--- src/include/pcc_pkg.sv ---
/*
 * pcc_pkg: register indices, field positions, reset values and mode codes
 * for the compare unit. Assumes a 32-bit APB bus with byte addressing, so
 * each register index maps to byte address index*4.
 */
package pcc_pkg;
    localparam int          CNT_W          = 16;
    localparam int          ADDR_W         = 8;

    // register indices; byte address is index*4
    localparam logic [5:0]  IDX_TB_CTL     = 6'h00;
    localparam logic [5:0]  IDX_TB_STATUS  = 6'h01;
    localparam logic [5:0]  IDX_PHASE      = 6'h03;
    localparam logic [5:0]  IDX_PERIOD     = 6'h05;
    localparam logic [5:0]  IDX_CMP_CTL    = 6'h07;
    localparam logic [5:0]  IDX_CMP_A_FRAC = 6'h08;
    localparam logic [5:0]  IDX_CMP_A      = 6'h09;
    localparam logic [5:0]  IDX_CMP_B      = 6'h0a;

    // time-base control and status fields
    localparam int          TB_MODE_LSB    = 0;
    localparam int          TB_PHASE_EN    = 2;
    localparam int          TB_SYNC_DIR    = 3;
    localparam int          STATUS_DIR     = 16;

    // counter modes
    localparam logic [1:0]  MODE_UP        = 2'h0;
    localparam logic [1:0]  MODE_DOWN      = 2'h1;
    localparam logic [1:0]  MODE_UPDOWN    = 2'h2;
    localparam logic [1:0]  MODE_FROZEN    = 2'h3;

    // compare control fields: load select at [2ch+1:2ch], disable at 4+2ch
    localparam int          CMP_LOAD_LSB   = 0;
    localparam int          CMP_SHDW_LSB   = 4;
    localparam logic [1:0]  LOAD_ZERO      = 2'h0;
    localparam logic [1:0]  LOAD_PERIOD    = 2'h1;
    localparam logic [1:0]  LOAD_BOTH      = 2'h2;

    // reset values
    localparam logic [1:0]  TB_MODE_RST    = MODE_FROZEN;
    localparam logic [7:0]  CMP_CTL_RST    = 8'h00;
    localparam logic [15:0] PERIOD_RST     = 16'hffff;
    localparam logic [15:0] PHASE_RST      = 16'h0000;
    localparam logic [15:0] CMP_RST        = 16'h0000;
endpackage : pcc_pkg

--- src/rtl/pcc_compare_unit.sv ---
/*
 * pcc_compare_unit: two-channel counter-compare unit with its time-base
 * counter and an APB register slave. Assumes pcc_pkg is compiled first,
 * syncInput comes from another domain, and the action qualifier reads the
 * event outputs on this same clock.
 */
// Chosen here: the APB slave port.
`timescale 1ns/1ps

// Operation
// RULE1: compare counter with both active values continuously
// RULE2: up or down mode: one event per period
// RULE3: up-down: two events, one at ends
// RULE4: events go out to action qualifier
// RULE5: shadow and active share one address
// RULE6: clearing disable bit enables shadow per channel
// RULE7: reset leaves both channels in shadow mode
// RULE8: shadow loads at zero, period or both
// RULE9: only active values drive events
// RULE10: disable bit set: access hits active copy
// RULE11: sync jumps may skip an event
// RULE12: fraction location reserved, no function
// RULE13: events in up, down, up-down modes
// RULE14: sync with phase enable loads phase value
// RULE15: four counter modes, frozen holds value
// RULE16: 16-bit unsigned equality each clock
module pcc_compare_unit (
    input  wire logic        clock,         // time-base clock
    input  wire logic        reset,         // async, active high
    input  wire logic        psel,          // apb select
    input  wire logic        penable,       // apb enable
    input  wire logic        pwrite,        // apb direction
    input  wire logic [7:0]  paddr,         // apb byte address
    input  wire logic [31:0] pwdata,        // apb write data
    output logic             pready,        // apb ready
    output logic      [31:0] prdata,        // apb read data
    output logic             pslverr,       // apb error
    input  wire logic        syncInput,     // external sync pulse
    output logic             eventA,        // unfrozen counter equals active a
    output logic             eventB,        // unfrozen counter equals active b
    output logic             counterZero,   // counter equals zero
    output logic             counterPeriod, // counter equals period
    output logic             countUp,       // counter direction
    output logic      [15:0] baseCounter    // time-base counter
);
    logic [1:0]  tbMode;
    logic        phaseLoadEnable;
    logic        postSyncDirection;
    logic [15:0] phaseValue;
    logic [15:0] basePeriod;
    logic [7:0]  compareControl;
    logic [15:0] activeValue [2];
    logic [15:0] shadowValue [2];
    logic [15:0] readCompare [2];
    logic [1:0]  cmpEvent;
    logic        syncMeta;
    logic        syncSeen;
    logic        syncLast;
    logic        syncLoad;

    logic [1:0]  next_tbMode;
    logic        next_phaseLoadEnable;
    logic        next_postSyncDirection;
    logic [15:0] next_phaseValue;
    logic [15:0] next_basePeriod;
    logic [7:0]  next_compareControl;
    logic        next_pready;
    logic [31:0] next_prdata;
    logic        next_pslverr;
    logic [15:0] next_baseCounter;
    logic        next_countUp;
    logic        next_counterZero;
    logic        next_counterPeriod;

    logic [5:0]  regIndex;
    logic        badAddr;
    logic        wrEn;
    logic [15:0] readValue;

    assign eventA   = cmpEvent[0];  // RULE4
    assign eventB   = cmpEvent[1];  // RULE4
    assign regIndex = paddr[7:2];
    assign wrEn     = psel & penable & pready & pwrite & ~badAddr;
    assign syncLoad = syncSeen & ~syncLast & phaseLoadEnable;  // RULE11

    // address decode and read mux
    always_comb begin
        badAddr   = (paddr[1:0] != 2'h0);
        readValue = 16'h0000;
        case (regIndex)
            pcc_pkg::IDX_TB_CTL: begin
                readValue = {12'h000, postSyncDirection, phaseLoadEnable,
                             tbMode};
            end
            pcc_pkg::IDX_TB_STATUS:  readValue = baseCounter;
            pcc_pkg::IDX_PHASE:      readValue = phaseValue;
            pcc_pkg::IDX_PERIOD:     readValue = basePeriod;
            pcc_pkg::IDX_CMP_CTL:    readValue = {8'h00, compareControl};
            pcc_pkg::IDX_CMP_A_FRAC: readValue = 16'h0000;  // RULE12
            pcc_pkg::IDX_CMP_A:      readValue = readCompare[0];  // RULE5
            pcc_pkg::IDX_CMP_B:      readValue = readCompare[1];  // RULE5
            default:                 badAddr = 1'b1;
        endcase
    end

    // apb answer one cycle into the access phase
    always_comb begin
        next_pready  = psel & penable & ~pready;
        next_prdata  = prdata;
        next_pslverr = 1'b0;
        if (next_pready) begin
            next_pslverr = badAddr;
            next_prdata  = 32'h0000_0000;
            if (!pwrite && !badAddr) begin
                next_prdata = {15'h0000, countUp & (regIndex ==
                    pcc_pkg::IDX_TB_STATUS), readValue};
            end
        end
    end

    // software-visible control state
    always_comb begin
        next_tbMode            = tbMode;
        next_phaseLoadEnable   = phaseLoadEnable;
        next_postSyncDirection = postSyncDirection;
        next_phaseValue        = phaseValue;
        next_basePeriod        = basePeriod;
        next_compareControl    = compareControl;
        if (wrEn) begin
            case (regIndex)
                pcc_pkg::IDX_TB_CTL: begin
                    next_tbMode = pwdata[pcc_pkg::TB_MODE_LSB +: 2];
                    next_phaseLoadEnable   = pwdata[pcc_pkg::TB_PHASE_EN];
                    next_postSyncDirection = pwdata[pcc_pkg::TB_SYNC_DIR];
                end
                pcc_pkg::IDX_PHASE:   next_phaseValue = pwdata[15:0];
                pcc_pkg::IDX_PERIOD:  next_basePeriod = pwdata[15:0];
                pcc_pkg::IDX_CMP_CTL: next_compareControl = pwdata[7:0];
                default: begin
                end
            endcase
        end
    end

    // time-base counter
    always_comb begin
        next_baseCounter = baseCounter;
        next_countUp     = countUp;
        if (syncLoad) begin
            next_baseCounter = phaseValue;  // RULE14
            if (tbMode == pcc_pkg::MODE_UPDOWN) begin
                next_countUp = postSyncDirection;
            end
        end else begin
            case (tbMode)  // RULE15
                pcc_pkg::MODE_UP: begin
                    next_countUp     = 1'b1;
                    next_baseCounter = (baseCounter >= basePeriod) ?
                        16'h0000 : baseCounter + 16'h0001;
                end
                pcc_pkg::MODE_DOWN: begin
                    next_countUp     = 1'b0;
                    next_baseCounter = (baseCounter == 16'h0000) ?
                        basePeriod : baseCounter - 16'h0001;
                end
                pcc_pkg::MODE_UPDOWN: begin  // RULE13
                    if (countUp && baseCounter >= basePeriod) begin  // RULE3
                        next_countUp     = 1'b0;
                        next_baseCounter = baseCounter - 16'h0001;
                    end else if (!countUp && baseCounter == 16'h0000) begin
                        next_countUp     = 1'b1;
                        next_baseCounter = 16'h0001;
                    end else if (countUp) begin
                        next_baseCounter = baseCounter + 16'h0001;  // RULE16
                    end else begin
                        next_baseCounter = baseCounter - 16'h0001;
                    end
                end
                default: begin
                end
            endcase
        end
        next_counterZero   = (baseCounter == 16'h0000);
        next_counterPeriod = (baseCounter == basePeriod);
    end

    always_ff @(posedge clock or posedge reset) begin
        if (reset) begin
            pready            <= 1'b0;
            prdata            <= 32'h0000_0000;
            pslverr           <= 1'b0;
            tbMode            <= pcc_pkg::TB_MODE_RST;
            phaseLoadEnable   <= 1'b0;
            postSyncDirection <= 1'b0;
            phaseValue        <= pcc_pkg::PHASE_RST;
            basePeriod        <= pcc_pkg::PERIOD_RST;
            compareControl    <= pcc_pkg::CMP_CTL_RST;  // RULE7
            baseCounter       <= 16'h0000;
            countUp           <= 1'b1;
            counterZero       <= 1'b0;
            counterPeriod     <= 1'b0;
            syncMeta          <= 1'b0;
            syncSeen          <= 1'b0;
            syncLast          <= 1'b0;
        end else begin
            pready            <= next_pready;
            prdata            <= next_prdata;
            pslverr           <= next_pslverr;
            tbMode            <= next_tbMode;
            phaseLoadEnable   <= next_phaseLoadEnable;
            postSyncDirection <= next_postSyncDirection;
            phaseValue        <= next_phaseValue;
            basePeriod        <= next_basePeriod;
            compareControl    <= next_compareControl;
            baseCounter       <= next_baseCounter;
            countUp           <= next_countUp;
            counterZero       <= next_counterZero;
            counterPeriod     <= next_counterPeriod;
            syncMeta          <= syncInput;
            syncSeen          <= syncMeta;
            syncLast          <= syncSeen;
        end
    end

    // per-channel shadow, active copy and equality event
    for (genvar ch = 0; ch < 2; ch++) begin : g_channel
        localparam logic [5:0] CH_IDX =
            (ch == 0) ? pcc_pkg::IDX_CMP_A : pcc_pkg::IDX_CMP_B;
        logic        shadowOff;
        logic [1:0]  loadSel;
        logic        loadHit;
        logic        writeHit;
        logic [15:0] next_active;
        logic [15:0] next_shadow;
        logic        next_event;

        assign shadowOff = compareControl[pcc_pkg::CMP_SHDW_LSB + 2*ch];
        assign loadSel   = compareControl[pcc_pkg::CMP_LOAD_LSB + 2*ch +: 2];
        assign readCompare[ch] = shadowOff ? activeValue[ch]
                                           : shadowValue[ch];  // RULE10

        always_comb begin
            writeHit    = wrEn && (regIndex == CH_IDX);
            loadHit     = 1'b0;
            next_active = activeValue[ch];
            next_shadow = shadowValue[ch];
            case (loadSel)  // RULE8
                pcc_pkg::LOAD_ZERO:   loadHit = (baseCounter == 16'h0000);
                pcc_pkg::LOAD_PERIOD: loadHit = (baseCounter == basePeriod);
                pcc_pkg::LOAD_BOTH: begin
                    loadHit = (baseCounter == 16'h0000) ||
                              (baseCounter == basePeriod);
                end
                default:              loadHit = 1'b0;
            endcase
            if (writeHit && shadowOff) begin
                next_active = pwdata[15:0];  // RULE10
            end else if (!shadowOff && loadHit) begin
                next_active = shadowValue[ch];  // RULE6
            end
            if (writeHit && !shadowOff) begin
                next_shadow = pwdata[15:0];  // RULE5
            end
            // frozen counter gives no repeated events
            next_event = (baseCounter == activeValue[ch]) &&  // RULE9
                         (tbMode != pcc_pkg::MODE_FROZEN);  // RULE1
        end

        always_ff @(posedge clock or posedge reset) begin
            if (reset) begin
                activeValue[ch] <= pcc_pkg::CMP_RST;
                shadowValue[ch] <= pcc_pkg::CMP_RST;
                cmpEvent[ch]    <= 1'b0;
            end else begin
                activeValue[ch] <= next_active;
                shadowValue[ch] <= next_shadow;
                cmpEvent[ch]    <= next_event;  // RULE2
            end
        end
    end
endmodule : pcc_compare_unit

--- config.mk ---
export PLATFORM = sky130hd
export DESIGN_NAME = pcc_compare_unit
export DESIGN_NICKNAME = d
export VERILOG_FILES = /design/src/include/pcc_pkg.sv /design/src/rtl/pcc_compare_unit.sv
export SDC_FILE = /design/constraint.sdc
export NUM_CORES = 1
export LEC_CHECK = 0
export BUFFER_PORTS_ARGS = -buffer_cell sky130_fd_sc_hd__buf_2
export CORE_AREA = 2 2 156 158
export CTS_BUF_LIST = sky130_fd_sc_hd__clkbuf_8 sky130_fd_sc_hd__clkbuf_16
export CTS_CLUSTER_SIZE = 25
export DETAILED_ROUTE_END_ITERATION = 8
export DIE_AREA = 0 0 158 160
export PLACE_DENSITY = 0.64
export REMOVE_ABC_BUFFERS = 1
export SETUP_SLACK_MARGIN = 0.3
export SLEW_MARGIN = 15
export SYNTH_ARGS = -nofsm -noshare
export SYNTH_HDL_FRONTEND = slang
export SYNTH_SLANG_ARGS = --single-unit
--- constraint.sdc ---
create_clock -name clock -period 4.6 [get_ports clock]
set_input_delay 0.69 -clock clock [delete_from_list [all_inputs] [get_ports clock]]
set_output_delay 0.69 -clock clock [all_outputs]
set_load 0.03 [all_outputs]
==> flow_summary.json <==
{
  "nNetsFinal": 1051,
  "placed_cell_area_mm2": 0.009891,
  "power.density_mw_per_mm2": 272.5,
  "postCtsResizedCells": 0,
  "num_rows": 57,
  "fp.dieH_um": 160,
  "reg2reg_from": "baseCounter[0]",
  "rr_worst_depth": 9,
  "io_buffers": 69,
  "yosysWarnings": 0,
  "fmax_mhz": 280.8,
  "combPwrFrac_pct": 5.2,
  "numCtsBuffers": 17,
  "routabilityCongestion": 0.8993,
  "grt_pass1_vias": 7421,
  "relSlewSlack_pct": 28.96,
  "final_util_pct": 43.90,
  "postRouteWirelength_um": 27680,
  "drv_slew": 0,
  "clk_path_buf_depth": 2,
  "drt_iter0_drc": 609,
  "dr.pass1.iters": 5,
  "p_leak_nw": 4.881,
  "hold_end": "syncSeen",
  "grt_max_degree": 86,
  "synth_enable_flop_cells": 0,
  "fin_skew_ns": 0.01090,
  "reg2reg_slack_ns": 1.04,
  "hold_viol_final": 0,
  "worst_pin_slew_ns": 1.066,
  "finalCritPeriodShare_pct": 77.42,
  "antenna_left": 0,
  "clockPowerShare_pct": 47.9,
  "cts_sinks": 151,
  "status": "finished clean",
  "worstPathRequired_ns": 4.91,
  "die_area_mm2": 0.02528,
  "antenna_found_initial": 0,
  "grt_pass1_wl_um": 43340,
  "htree_num_levels": 4,
  "ys_types": 65,
  "cts.hold.buffers_added": 0,
  "cts.root.buffer_cell": "clkbuf_16",
  "synth_area_leader_cell": "dfrtp_1",
  "grt_usage_pct": 22.66,
  "timing.final.crit_period_ns": 3.561,
  "async_reset_ff_share_pct": 100.0,
  "clock_latency_ns": 0.43,
  "viasPerCell": 5.754,
  "syn_inst": 924,
  "min_path_type": "reg2reg",
  "setup_viol": 0,
  "p_sw_uw": 693.6,
  "p_sw_share_pct": 24.34,
  "wl_per_cell_um": 20.99,
  "path_class": "reg2reg",
  "worstPathMaxFanout": 12,
  "ir_drop_v": 0.0001805,
  "min_from": "syncMeta",
  "syn_area_mm2": 0.009244,
  "drc": 0,
  "r2r-end": "baseCounter[11]",
  "coreArea_mm2": 0.02382,
  "p_int_mw": 2.156,
  "initial_utilization_pct": 38.81,
  "cts_tree": "yes",
  "final_cell_area_mm2": 0.01046,
  "p_seq_share_pct": 46.9,
  "crit_path_end_kind": "flop",
  "hold_path_depth": 0,
  "synth.yosys.seq_area_share_pct": 41.13,
  "ios": 101,
  "dp.final_hpwl_um": 20190,
  "drive_gt1_share_pct": 25.43,
  "yosys-top-cells-area": "dfrtp_1 36%, mux2_2 9.3%, dfstp_2 5.4%",
  "synth_top_cell_area_share_pct": 35.73,
  "rsz0062_at_grt": "no",
  "layout-area-overhead-vs-synth_pct": 13.12,
  "antenna_cells": 0,
  "critPathLaunchType": "flop",
  "overflow": 0,
  "cts_setup_buffers": 0,
  "synth-seq-cells": 151,
  "synth_ff_type": "dfrtp_1",
  "cp.arrival_ns": 3.87,
  "fp.dieW_um": 158,
  "avgSynthCellArea_um2": 10.00,
  "clkSlewWorstSetupHoldPaths_ns": 0.06,
  "drv_cap": 0,
  "vias": 7590,
  "p_total_mw": 2.850
}
## power groups by stage
stage	clock network, mW	logic (mW)	registers (mW)
floorplan	0	0.0744	1.37
global placement	0	0.149	1.36
detailed placement	0	0.150	1.36
CTS	1.37	0.150	1.34
global route	1.44	0.163	1.34
finish	1.36	0.148	1.34
## layout by cell type, fill, tap and decap left out, drive strengths merged, types with 19 or more instances in the layout
master and n:
a21oi 33, buf 98, a22oi 20, a22o 22, xor2 43, dfrtp 132
mux2i 38, nor2 44, nor3 26, dfstp 19, nand2 58, inv 44
o22ai 23, mux2 80, ha 23, nand3 19, o21ai 62
## cell families (layout without fill, tap and decap cells)
logic type               Yosys count  in the layout  synth area share, %
buffers and inverters            113            170                5.780
flip-flops                       151            151                41.13
other                              1             15              0.04057
AND/OR/NAND/NOR                  229            229                13.29
AO/OA/AOI/OAI                    236            236                17.76
XOR/XNOR                          53             53                5.022
multiplexers                     118            118                13.86
adder cells (fa/ha/maj)           23             23                3.113
## sequential cells by signal, indices dropped and copies added (netlist names)
register and flops:
counterZero 1, eventA 1, prdata 17, shadowValue 32, pslverr 1, compareControl 8
basePeriod 16, syncMeta 1, countUp 1, counterPeriod 1, syncSeen 1, tbMode 2
eventB 1, activeValue 32, phaseValue 16, baseCounter 16, phaseLoadEnable 1, pready 1
postSyncDirection 1, syncLast 1
## cells in the mapped netlist (11+ instances only)
cell      number
a21o_1        18
a21oi_1       31
a221oi_1      15
a22o_1        22
a22oi_1       20
a31oi_1       11
buf_4         17
clkbuf_1      36
dfrtp_1      132
dfstp_2       19
ha_1          23
inv_1         40
mux2_2        76
mux2i_1       38
nand2_1       58
nand3_1       19
nor2_1        43
nor3_1        26
nor4_1        13
o21ai_0       50
o21ai_2       11
o22ai_1       23
xor2_1        43
## per-stage QoR
stage	std cells	hold WS (ns)	TNS (ns)	setup slack, ns
2_1_floorplan	865	0.3312	-16.28	-0.1233
3_3_place_gp	1287	0.3399	0	1.173
3_5_place_dp	1287	0.3347	0	1.153
4_1_cts	1319	0.3490	0	1.138
5_1_grt	1319	0.3541	0	0.9303
6_report	1319	0.3482	0	1.039
## critical path, cell delays in order (launching register included)
cell,delay (ns)
dfrtp_1,0.68
inv_1,0.23
ha_1,0.36
nand2b_1,0.14
a2111o_1,0.42
a32oi_2,0.43
and2_1,0.29
o22ai_1,0.37
a221oi_1,0.42
nor3_1,0.09
## how the worst max path moves through the flow
stage                         startpoint         endpoint  slack (ns)  depth (start not counted)
after detailed placement  baseCounter[0]  baseCounter[11]        1.15                          9
after CTS                 baseCounter[0]  baseCounter[11]        1.14                          9
final                     baseCounter[0]  baseCounter[11]        1.04                          9
after global routing      baseCounter[0]  baseCounter[11]        0.93                          9
after global placement    baseCounter[0]  baseCounter[11]        1.17                          9
after floorplan                    reset   activeValue[0]       -0.12                          1
## layer usage
layer	up-vias	global-route usage, %	routed length (um)
li1	3481	-	-
met1	3725	31.46	11980
met2	327	35.53	12850
met3	57	3.256	1956
met4	0	9.214	892
met5	-	0	0
## cell type report
type / count / area (um^2)
Sequential cell: 151 / 3802
Multi-Input combinational cell: 674 / 4965
Tap cell: 324 / 405.4
Clock buffer: 17 / 425.4
Inverter: 40 / 155.1
Timing Repair Buffer: 98 / 563.0
Fill cell: 2382 / 13360
Clock inverter: 15 / 140.1
No activity file was read; power rests on OpenSTA's default activity.
